**config.mk**
```make
export PLATFORM = sky130hd
export DESIGN_NAME = clpl_loader
export DESIGN_NICKNAME = d
export VERILOG_FILES = /design/src/clpl_pkg.sv /design/src/clpl_decode.sv /design/src/clpl_settle.sv /design/src/clpl_loader.sv
export SDC_FILE = /design/constraint.sdc
export NUM_CORES = 1
export LEC_CHECK = 0
export BUFFER_PORTS_ARGS = -buffer_cell sky130_fd_sc_hd__buf_2
export CAP_MARGIN = 20
export CORE_AREA = 2 2 158 160
export CTS_BUF_LIST = sky130_fd_sc_hd__clkbuf_16
export DETAILED_ROUTE_END_ITERATION = 6
export DIE_AREA = 0 0 160 162
export PLACE_DENSITY = 0.78
export SETUP_SLACK_MARGIN = 0.1
export SYNTH_ARGS = -nofsm -noshare
export SYNTH_HDL_FRONTEND = slang
export SYNTH_SLANG_ARGS = --single-unit
export TNS_END_PERCENT = 100
```
**constraint.sdc**
```tcl
create_clock -name pclk -period 6.48 [get_ports pclk]
set_clock_uncertainty 0.1 [all_clocks]
set_input_delay 0.648 -clock pclk [delete_from_list [all_inputs] [get_ports pclk]]
set_output_delay 0.648 -clock pclk [all_outputs]
set_load 0.02 [all_outputs]
```
**src/clpl_pkg.sv**
```systemverilog
// shared constants and types for the calibrator program loader
package clpl_pkg;

	////////////////////////////////////////////////////////////////////////////////
	// apb register offsets (byte addresses)
	localparam logic [7:0] REG_MAP_LO = 8'h00;
	localparam logic [7:0] REG_MAP_HI = 8'h04;
	localparam logic [7:0] REG_CTRL_ORDER = 8'h08;
	localparam logic [7:0] REG_STATUS = 8'h0C;
	localparam logic [7:0] REG_INT_STAT = 8'h10;
	localparam logic [7:0] REG_INT_MASK = 8'h14;
	localparam logic [7:0] REG_WORD_LO = 8'h18;
	localparam logic [7:0] REG_WORD_HI = 8'h1C;

	// reset values: identity address map, control lines in natural order
	localparam logic [63:0] MAP_RST = 64'hFEDCBA9876543210;
	localparam logic [7:0] CTRL_ORDER_RST = 8'hE4;
	localparam logic [2:0] INT_MASK_RST = 3'h0;

	// interrupt status bit positions
	localparam int INT_STROBE = 0;
	localparam int INT_XFER = 1;
	localparam int INT_SETTLED = 2;

	// status register bit positions
	localparam int ST_READY = 0;
	localparam int ST_PENDING = 1;

	////////////////////////////////////////////////////////////////////////////////
	// input register element codes, as steered by the address map
	localparam logic [3:0] EL_AMP_OVR = 4'h0;
	localparam logic [3:0] EL_AMP_TOP = 4'h1;
	localparam logic [3:0] EL_AMP_BOTTOM = 4'h6;
	localparam logic [3:0] EL_AMP_RNG = 4'h7;
	localparam logic [3:0] EL_FRQ_OVR = 4'h8;
	localparam logic [3:0] EL_FRQ_TOP = 4'h9;
	localparam logic [3:0] EL_FRQ_BOTTOM = 4'hC;
	localparam logic [3:0] EL_FRQ_RNG = 4'hD;
	localparam logic [3:0] EL_CTRL = 4'hE;
	localparam logic [3:0] EL_XFER = 4'hF;

	// lowest frequency range code selects the long settle time
	localparam logic [2:0] FRQ_RNG_LOWEST = 3'h0;

	////////////////////////////////////////////////////////////////////////////////
	// settle timing
	localparam longint CLK_HZ = 10000000;
	localparam longint SETTLE_SHORT_MS = 500;
	localparam longint SETTLE_LONG_MS = 4000;
	localparam int SETTLE_SHORT_CYC = int'(SETTLE_SHORT_MS * CLK_HZ / 1000);
	localparam int SETTLE_LONG_CYC = int'(SETTLE_LONG_MS * CLK_HZ / 1000);

	////////////////////////////////////////////////////////////////////////////////
	// 54-bit program word; digit index 0 is the bottom digit
	typedef struct packed {
		logic [1:0] spare;
		logic [3:0] ctrl;
		logic frq_ovr;
		logic [2:0] frq_rng;
		logic [3:0][3:0] frq_dig;
		logic amp_ovr;
		logic [2:0] amp_rng;
		logic [5:0][3:0] amp_dig;
	} clpl_word_t;

	// control element bit positions within ctrl
	localparam int CTL_SENSE = 0;
	localparam int CTL_PHASE = 1;
	localparam int CTL_REMOTE = 2;
	localparam int CTL_STANDBY = 3;

endpackage : clpl_pkg

```
**src/clpl_decode.sv**
```systemverilog
// address decoder and strap map from byte address to element enable
module clpl_decode (
	input wire logic [3:0] byte_addr,
	input wire logic [63:0] addr_map,
	output logic [15:0] elem_en
);

	logic [15:0] addr_onehot;

	// plain 1-of-16 decode of the byte address
	assign addr_onehot = 16'h0001 << byte_addr;

	////////////////////////////////////////////////////////////////////////////////
	// an element is enabled when the addressed decoder output is strapped to it;
	// only one decoder output is live, so at most one element loads
	for (genvar e = 0; e < 16; e++) begin : g_elem
		logic [15:0] hit;
		for (genvar a = 0; a < 16; a++) begin : g_addr
			assign hit[a] = addr_onehot[a] && (addr_map[a*4 +: 4] == 4'(e));
		end
		assign elem_en[e] = |hit;
	end

endmodule : clpl_decode

```
**src/clpl_settle.sv**
```systemverilog
// settle timer behind the ready flag
module clpl_settle #(
	parameter int SHORT_CYC = clpl_pkg::SETTLE_SHORT_CYC,
	parameter int LONG_CYC = clpl_pkg::SETTLE_LONG_CYC
) (
	input wire logic pclk,
	input wire logic presetn,
	input wire logic start,
	input wire logic long_sel,
	output logic ready
);

	logic [31:0] cnt_r;
	logic [31:0] cnt_nxt;
	logic [31:0] load_val;

	// a fresh strobe restarts the full settle time
	assign load_val = long_sel ? 32'(LONG_CYC) : 32'(SHORT_CYC);
	assign cnt_nxt = start ? load_val : ((cnt_r != 32'h0) ? cnt_r - 32'h1 : 32'h0);

	////////////////////////////////////////////////////////////////////////////////
	always_ff @(posedge pclk or negedge presetn) begin
		if (!presetn) begin
			cnt_r <= 32'h0;
			ready <= 1'b1;
		end else begin
			cnt_r <= cnt_nxt;
			ready <= (cnt_nxt == 32'h0);
		end
	end

endmodule : clpl_settle

```
**src/clpl_loader.sv**
```systemverilog
// program word loader: strobed nibble input register, transfer commit, apb control
//
// Notes on behaviour
// RULE1 - amplitude range codes 1 to 7 pick the seven decades, millivolt upward
// RULE2 - amplitude range code zero selects the millivolt range, like code 1
// RULE3 - range elements take only the three low data lines
// RULE4 - overrange elements take only the lowest data line
// RULE5 - unused data lines of range and overrange elements change nothing
// RULE6 - byte address decodes one-hot; one element loads per strobe
// RULE7 - address 15 by default is the transfer command, carrying no data
// RULE8 - by default control is 14, frequency range 13, bottom frequency digit 12
// RULE9 - by default 0 amplitude overrange, 1-6 amplitude digits, 7 amplitude range
// RULE10 - by default 8 frequency overrange, 9-12 frequency digits top to bottom
// RULE11 - control holds sense, phase lock, remote, standby; bit order is configurable
// RULE12 - address map is configurable; fields keep fixed word positions
// RULE13 - with ranges swapped, source uses 13 for amplitude, 7 for frequency range
// RULE14 - source holds address and data during a low strobe of 800 ns or more
// RULE15 - loaded data reaches the output only on the transfer command
// RULE16 - elements not addressed keep their contents
// RULE17 - ready low 0.5 s after strobe, 4.0 s on the lowest frequency range
// RULE18 - reset clears all elements, giving the lowest amplitude range
//
// Register access over APB and the placing of the registers were decided locally.
module clpl_loader #(
	parameter int SHORT_CYC = clpl_pkg::SETTLE_SHORT_CYC,
	parameter int LONG_CYC = clpl_pkg::SETTLE_LONG_CYC
) (
	input wire logic pclk,
	input wire logic presetn,
	input wire logic [7:0] paddr,
	input wire logic psel,
	input wire logic penable,
	input wire logic pwrite,
	input wire logic [31:0] pwdata,
	output logic [31:0] prdata,
	output logic pready,
	output logic pslverr,
	input wire logic [3:0] byte_addr,
	input wire logic [3:0] prog_data,
	input wire logic addr_strobe_n,
	output clpl_pkg::clpl_word_t prog_word,
	output logic [6:0] amp_decade,
	output logic ready_flag,
	output logic irq
);

	////////////////////////////////////////////////////////////////////////////////
	// state
	clpl_pkg::clpl_word_t in_r;
	clpl_pkg::clpl_word_t in_nxt;
	logic [63:0] map_r;
	logic [7:0] order_r;
	logic [2:0] int_r;
	logic [2:0] int_nxt;
	logic [2:0] mask_r;
	logic strb_q_r;
	logic pending_r;
	logic ready_q_r;
	logic [31:0] rdata_nxt;
	logic rerr_nxt;

	// link side wires
	logic strb_fall;
	logic strb_rise;
	logic [15:0] elem_en;
	logic load;
	logic xfer;
	logic settle_ready;
	logic [3:0] ctrl_val;
	logic [2:0] events;

	// bus side wires
	logic apb_access;
	logic apb_done;
	logic wr_fire;
	logic sel_map_lo;
	logic sel_map_hi;
	logic sel_order;
	logic sel_status;
	logic sel_int;
	logic sel_mask;
	logic sel_word_lo;
	logic sel_word_hi;
	logic sel_any;

	////////////////////////////////////////////////////////////////////////////////
	// strobe edges; inputs are synchronous, so one history flop suffices
	// limitation: an asynchronous source would need two flops ahead of this one
	assign strb_fall = strb_q_r && !addr_strobe_n;
	assign strb_rise = !strb_q_r && addr_strobe_n;

	// capture at the leading edge: the source holds address and data while low
	assign load = strb_fall; // RULE14
	assign xfer = load && elem_en[clpl_pkg::EL_XFER]; // RULE7 RULE15

	// one-hot decode through the software strap map
	clpl_decode u_decode (
		.byte_addr(byte_addr),
		.addr_map(map_r),
		.elem_en(elem_en)
	); // RULE6 RULE12

	// control lines picked per function by two-bit selects
	for (genvar f = 0; f < 4; f++) begin : g_ctrl
		assign ctrl_val[f] = prog_data[order_r[f*2 +: 2]]; // RULE11
	end

	////////////////////////////////////////////////////////////////////////////////
	// next input register: only the enabled element changes
	always_comb begin
		in_nxt = in_r; // RULE16
		if (load) begin
			if (elem_en[clpl_pkg::EL_AMP_OVR]) begin
				in_nxt.amp_ovr = prog_data[0]; // RULE4 RULE5 RULE9
			end
			for (int k = 0; k < 6; k++) begin
				if (elem_en[clpl_pkg::EL_AMP_BOTTOM - 4'(k)]) begin
					in_nxt.amp_dig[k] = prog_data; // RULE9
				end
			end
			if (elem_en[clpl_pkg::EL_AMP_RNG]) begin
				in_nxt.amp_rng = prog_data[2:0]; // RULE3 RULE5 RULE9
			end
			if (elem_en[clpl_pkg::EL_FRQ_OVR]) begin
				in_nxt.frq_ovr = prog_data[0]; // RULE4 RULE5 RULE10
			end
			for (int k = 0; k < 4; k++) begin
				if (elem_en[clpl_pkg::EL_FRQ_BOTTOM - 4'(k)]) begin
					in_nxt.frq_dig[k] = prog_data; // RULE8 RULE10
				end
			end
			if (elem_en[clpl_pkg::EL_FRQ_RNG]) begin
				in_nxt.frq_rng = prog_data[2:0]; // RULE3 RULE5 RULE8
			end
			if (elem_en[clpl_pkg::EL_CTRL]) begin
				in_nxt.ctrl = ctrl_val; // RULE8 RULE11
			end
		end
		// spare bits forced low so the word registers read back zero there
		in_nxt.spare = 2'h0;
	end

	// input register and strobe history
	always_ff @(posedge pclk or negedge presetn) begin
		if (!presetn) begin
			in_r <= '0; // RULE18
			strb_q_r <= 1'b1;
		end else begin
			in_r <= in_nxt;
			strb_q_r <= addr_strobe_n;
		end
	end

	////////////////////////////////////////////////////////////////////////////////
	// applied word: changes only on the transfer command; the input
	// register's own value is used since the transfer strobe carries no data
	always_ff @(posedge pclk or negedge presetn) begin
		if (!presetn) begin
			prog_word <= '0; // RULE18
			amp_decade <= 7'h01;
		end else if (xfer) begin
			prog_word <= in_r; // RULE15
			// code zero falls onto the millivolt decade like code one
			amp_decade <= (in_r.amp_rng == 3'h0) ? 7'h01 : 7'(7'h01 << (in_r.amp_rng - 3'h1)); // RULE1 RULE2
		end
	end

	// loaded but not yet committed
	always_ff @(posedge pclk or negedge presetn) begin
		if (!presetn) begin
			pending_r <= 1'b0;
		end else if (xfer) begin
			pending_r <= 1'b0;
		end else if (load) begin
			pending_r <= 1'b1;
		end
	end

	////////////////////////////////////////////////////////////////////////////////
	// settle timer starts when the strobe ends; the applied frequency range
	// is already updated by then when the strobe was the transfer command;
	// limitation: a strobe during settling restarts the full time, so a
	// stream of strobes keeps ready low until the last one ends
	clpl_settle #(
		.SHORT_CYC(SHORT_CYC),
		.LONG_CYC(LONG_CYC)
	) u_settle (
		.pclk(pclk),
		.presetn(presetn),
		.start(strb_rise),
		.long_sel(prog_word.frq_rng == clpl_pkg::FRQ_RNG_LOWEST),
		.ready(settle_ready)
	); // RULE17

	// ready flag out and its history for the settled event
	always_ff @(posedge pclk or negedge presetn) begin
		if (!presetn) begin
			ready_flag <= 1'b1;
			ready_q_r <= 1'b1;
		end else begin
			ready_flag <= settle_ready; // RULE17
			ready_q_r <= settle_ready;
		end
	end

	////////////////////////////////////////////////////////////////////////////////
	// interrupt events; a new event beats a write-one-to-clear
	assign events[clpl_pkg::INT_STROBE] = load;
	assign events[clpl_pkg::INT_XFER] = xfer;
	assign events[clpl_pkg::INT_SETTLED] = settle_ready && !ready_q_r;
	assign int_nxt = (int_r & ~((wr_fire && sel_int) ? pwdata[2:0] : 3'h0)) | events;

	always_ff @(posedge pclk or negedge presetn) begin
		if (!presetn) begin
			int_r <= 3'h0;
			irq <= 1'b0;
		end else begin
			int_r <= int_nxt;
			irq <= |(int_r & mask_r);
		end
	end

	////////////////////////////////////////////////////////////////////////////////
	// apb: one wait state; writes land at the edge that completes the transfer
	// the wait state lets the read mux settle into a flop, so prdata comes
	// straight from a register; the cost is one extra cycle per access
	assign apb_access = psel && penable && !pready;
	assign apb_done = psel && penable && pready;
	assign wr_fire = apb_done && pwrite;

	// address decode
	assign sel_map_lo = (paddr == clpl_pkg::REG_MAP_LO);
	assign sel_map_hi = (paddr == clpl_pkg::REG_MAP_HI);
	assign sel_order = (paddr == clpl_pkg::REG_CTRL_ORDER);
	assign sel_status = (paddr == clpl_pkg::REG_STATUS);
	assign sel_int = (paddr == clpl_pkg::REG_INT_STAT);
	assign sel_mask = (paddr == clpl_pkg::REG_INT_MASK);
	assign sel_word_lo = (paddr == clpl_pkg::REG_WORD_LO);
	assign sel_word_hi = (paddr == clpl_pkg::REG_WORD_HI);
	assign sel_any = sel_map_lo || sel_map_hi || sel_order || sel_status ||
		sel_int || sel_mask || sel_word_lo || sel_word_hi;

	// read mux; unmapped reads return zero with an error
	always_comb begin
		if (sel_map_lo) begin
			rdata_nxt = map_r[31:0];
		end else if (sel_map_hi) begin
			rdata_nxt = map_r[63:32];
		end else if (sel_order) begin
			rdata_nxt = {24'h0, order_r};
		end else if (sel_status) begin
			rdata_nxt = {30'h0, pending_r, ready_flag};
		end else if (sel_int) begin
			rdata_nxt = {29'h0, int_r};
		end else if (sel_mask) begin
			rdata_nxt = {29'h0, mask_r};
		end else if (sel_word_lo) begin
			rdata_nxt = prog_word[31:0];
		end else if (sel_word_hi) begin
			rdata_nxt = {10'h0, prog_word[53:32]};
		end else begin
			rdata_nxt = 32'h0;
		end
		rerr_nxt = !sel_any;
	end

	// bus handshake flops
	always_ff @(posedge pclk or negedge presetn) begin
		if (!presetn) begin
			pready <= 1'b0;
			prdata <= 32'h0;
			pslverr <= 1'b0;
		end else begin
			pready <= apb_access;
			prdata <= apb_access ? rdata_nxt : 32'h0;
			pslverr <= apb_access && rerr_nxt;
		end
	end

	////////////////////////////////////////////////////////////////////////////////
	// writable configuration; a changed map acts on the next strobe only
	// the map is not checked for duplicates: two addresses strapped to one
	// element both load it, and an element with no address never loads
	always_ff @(posedge pclk or negedge presetn) begin
		if (!presetn) begin
			map_r <= clpl_pkg::MAP_RST; // RULE7 RULE8 RULE9 RULE10
			order_r <= clpl_pkg::CTRL_ORDER_RST;
			mask_r <= clpl_pkg::INT_MASK_RST;
		end else if (wr_fire) begin
			if (sel_map_lo) begin
				map_r[31:0] <= pwdata; // RULE12 RULE13
			end
			if (sel_map_hi) begin
				map_r[63:32] <= pwdata; // RULE12 RULE13
			end
			if (sel_order) begin
				order_r <= pwdata[7:0]; // RULE11
			end
			if (sel_mask) begin
				mask_r <= pwdata[2:0];
			end
		end
	end

endmodule : clpl_loader

```
==> summary.md <==
| Metric | Value |
|---|---|
| CP Data Required Time | approximately 6.8 ns |
| Power Density | between 200 and 250 nW/um2 |
| DRC | 0 |
| Area of the multi-input gates | approximately 7000 um2 |
| Synthesis Warnings | 0 |
| Crit path capture type | flip-flop |
| MaxCap Viol Count | 0 |
| Ys async rst share | 100% |
| Routability-driven placement congestion ratio | approximately 1.1 |
| Cells after Synth | ~1,300 |
| Final WL | 47,200 um |
| Synth top area cells | dfrtp_1 (40%), mux2_2 (15%), dfstp_2 (7.6%), nor2_1 (3.7%), o22ai_1 (3.0%) |
| Clock sink count | 260 |
| EDFF count, synth | 0 |
| Min Tclk post-route | roughly 3.7 ns |
| HP Class | in2async |
| Buffers on Ports | about 150 |
| Post-synth top cells | dfrtp_1 (220), mux2_2 (180), nor2_1 (136), nand2_1 (73), o22ai_1 (66) |
| # IOs | 151 |
| Synth Flop Type | dfrtp_1 |
| Yosys cell types | 73 |
| Crit path max fanout | 53 |
| Max frequency | between 200 and 300 MHz |
| Core Footprint | 24,100 um2 |
| Clk pin slew, worst setup/hold paths | ~0.06 ns |
| Worst setup path class | in2reg |
| Row cnt | 57 |
| Final setup fails | 0 |
| DIE WIDTH | 160 um |
| Worst skew pair latency | 0.54 ns |
| Fillers | roughly 1,900 |
| DRT antenna net count | 0 |
| Fraction of layout cells with a size suffix above 1 | 31.1% |
| CTS tree | built |
| Via-per-instance ratio | ~6.8 |
| Top-area cell type share of the netlist area | about two fifths |
| H-tree levels | 1 |
| DIE HEIGHT | approximately 160 um |
| Yosys reg bits | 260 |
| First-pass GRT wire length | between 70,000 and 80,000 um |
| Final Core Density | between 60% and 70% |
| P&R area growth vs syn | 12.7% |
| Total CTS buffers | 27 |
| Worst-margin pin slew | about 1.2 ns |
| Root buffer cell | clkbuf_16 |
| Initial Utilization | 57.7% |
| Remaining global-route overflow | 0 |
| DIE AREA | about 26,000 um2 |
| RSZ-0062 raised after global routing | false |
| WHS | -0.00174 ns |
| Mapped Area | ~14,000 um2 |
| Worst EP arrival | 4.06 ns |
| Max Root-Sink Buffers | 3 |
| Top-count cell post-synth | dfrtp_1 |
| Synth area leader | dfrtp_1 |
| Syn Area/Cell | around 11 um2 |
| DR iter-0 viols | between 1,500 and 2,000 |
| WL per Instance | ~27 um |
| Layout net count | 1,482 |
| Final setup TNS | 0 ns |
| Post-CTS resize count | 0 |
| Final Hold Fails | 1 |
| Total GRT Usage | a little over a third |
| Pin count of the biggest net entering global routing | 176 |
| Post-CTS Setup Bufs | 0 |
| Register area | around 6600 um2 |
| Post-CTS Hold Buffers | 0 |
| Slew Viols, Final | 0 |
| Vias | 12,100 |
| Leak | ~7.0 nW |
| Status | finished with violations |
| Number of global-route vias before repair | 11,700 |
| Final period util | about 58% |
| Antenna cells | 0 |
| Rel. slew slack | a little under a quarter |
| HPWL after detailed placement | roughly 34,000 um |
| Register area share after synthesis | a little under half |
| Antenna violations before repair | 1 |
| Initial DRT Pass Iterations | 6 |
| Violated checks | negative hold slack |
| Setup crit start kind | input pin |
| Max IR drop VDD | 0.000221 V |
## worst max-delay path, stage by stage
cell	delay, ns
buf_2	0.21
nor2_1	0.47
and3_2	0.27
buf_4	0.46
nand2b_1	0.38
nor2_2	0.79
buf_4	0.42
mux2_2	0.38
## registers in the layout (all words and copies together) (netlist names)
signal          flops
map_r              64
in_r               52
prog_word          52
prdata             32
u_settle.cnt_r     32
order_r             8
amp_decade          7
int_r               3
mask_r              3
irq                 1
pending_r           1
pready              1
pslverr             1
ready_q_r           1
strb_q_r            1
u_settle.ready      1
## power by group
part           internal, mW  switching [mW]
registers              1.66          0.0524
clock network         0.884           0.663
logic                 0.104           0.194
## placed cells by master, fill, tap and decap left out, types with 6 or more instances in the layout
master,instances
nor4_1,23
inv_1,21
o22ai_1,66
nand2b_1,35
nor3_1,36
nand2_1,73
a211oi_1,9
buf_4,8
dfrtp_1,220
or3_1,11
xnor2_1,15
nand3b_1,21
o32ai_1,14
a21oi_1,21
clkbuf_16,27
a31oi_1,18
o211a_1,9
buf_2,147
mux4_2,6
xor2_1,10
o21ai_0,30
nor4b_1,6
mux2_1,7
nor2_1,134
a22o_1,14
or4_1,7
dfstp_2,40
nor2b_1,21
nand4_1,23
nand3_1,35
a22oi_1,20
a32oi_1,9
or2_2,10
mux2_2,180
a41oi_1,10
## routing by layer
layer	vias to the layer above	part of all wire, %	routed length (um)	GRT usage, %
li1	5187	-	-	-
met1	6021	42	20000	52.7
met2	715	44	20700	54.1
met3	137	9.5	4490	7.18
met4	0	4.3	2040	14.6
met5	-	0	0	0
## per-stage QoR
stage	cells	total power, mW	cell area (um2)	setup slack (ns)
final	1770	3.56	15700	2.75
after detailed placement	1720	2.03	14800	2.27
after global placement	1720	2.02	14800	2.40
after global routing	1770	3.68	15700	2.52
after floorplan	1321	1.92	13900	3.21
after CTS	1770	3.57	15700	2.82
## final timing paths
path | cells past startpoint | from | endpoint | slack, ns
setup / recovery | 8 | paddr[4] | map_r[24]$_DFFE_PN0P_ | 2.75
hold reg to reg | 0 | u_settle.ready$_DFF_PN1_ | ready_q_r$_DFF_PN1_ | 0.30
setup reg to reg | 7 | map_r[53]$_DFFE_PN0P_ | prog_word[44]$_DFFE_PN0P_ | 2.80
min in group pclk | 1 | addr_strobe_n | strb_q_r$_DFF_PN1_ | 0.14
hold / removal | 1 | presetn | u_settle.cnt_r[0]$_DFF_PN0_ | -0.002
max in group asynchronous | 2 | presetn | prog_word[22]$_DFFE_PN0P_ | 4.92
## logic make-up (layout without fill, tap and decap cells)
logic type / after synthesis / in the layout / synth area share [%]
and+or+nand+nor: 476 / 476 / 18.1
muxes: 196 / 196 / 16.3
AOI/OAI and AO/OA: 261 / 261 / 13.5
adders and majority gates: 3 / 3 / 0.270
DFF: 260 / 260 / 47.2
other: 1 / 2 / 0.0270
xor gates and xnor gates: 25 / 25 / 1.58
buffers and inverters: 98 / 223 / 3.06
## cell type report
cell class                      instances  area share, %
Timing Repair Buffer                  157           5.30
Multi-Input combinational cell        963           44.3
Clock buffer                           27           4.31
Inverter                               16          0.383
Clock inverter                         23           1.31
Tap cell                              324           2.59
Sequential cell                       260           41.8
(Power assumes the default switching activity.)
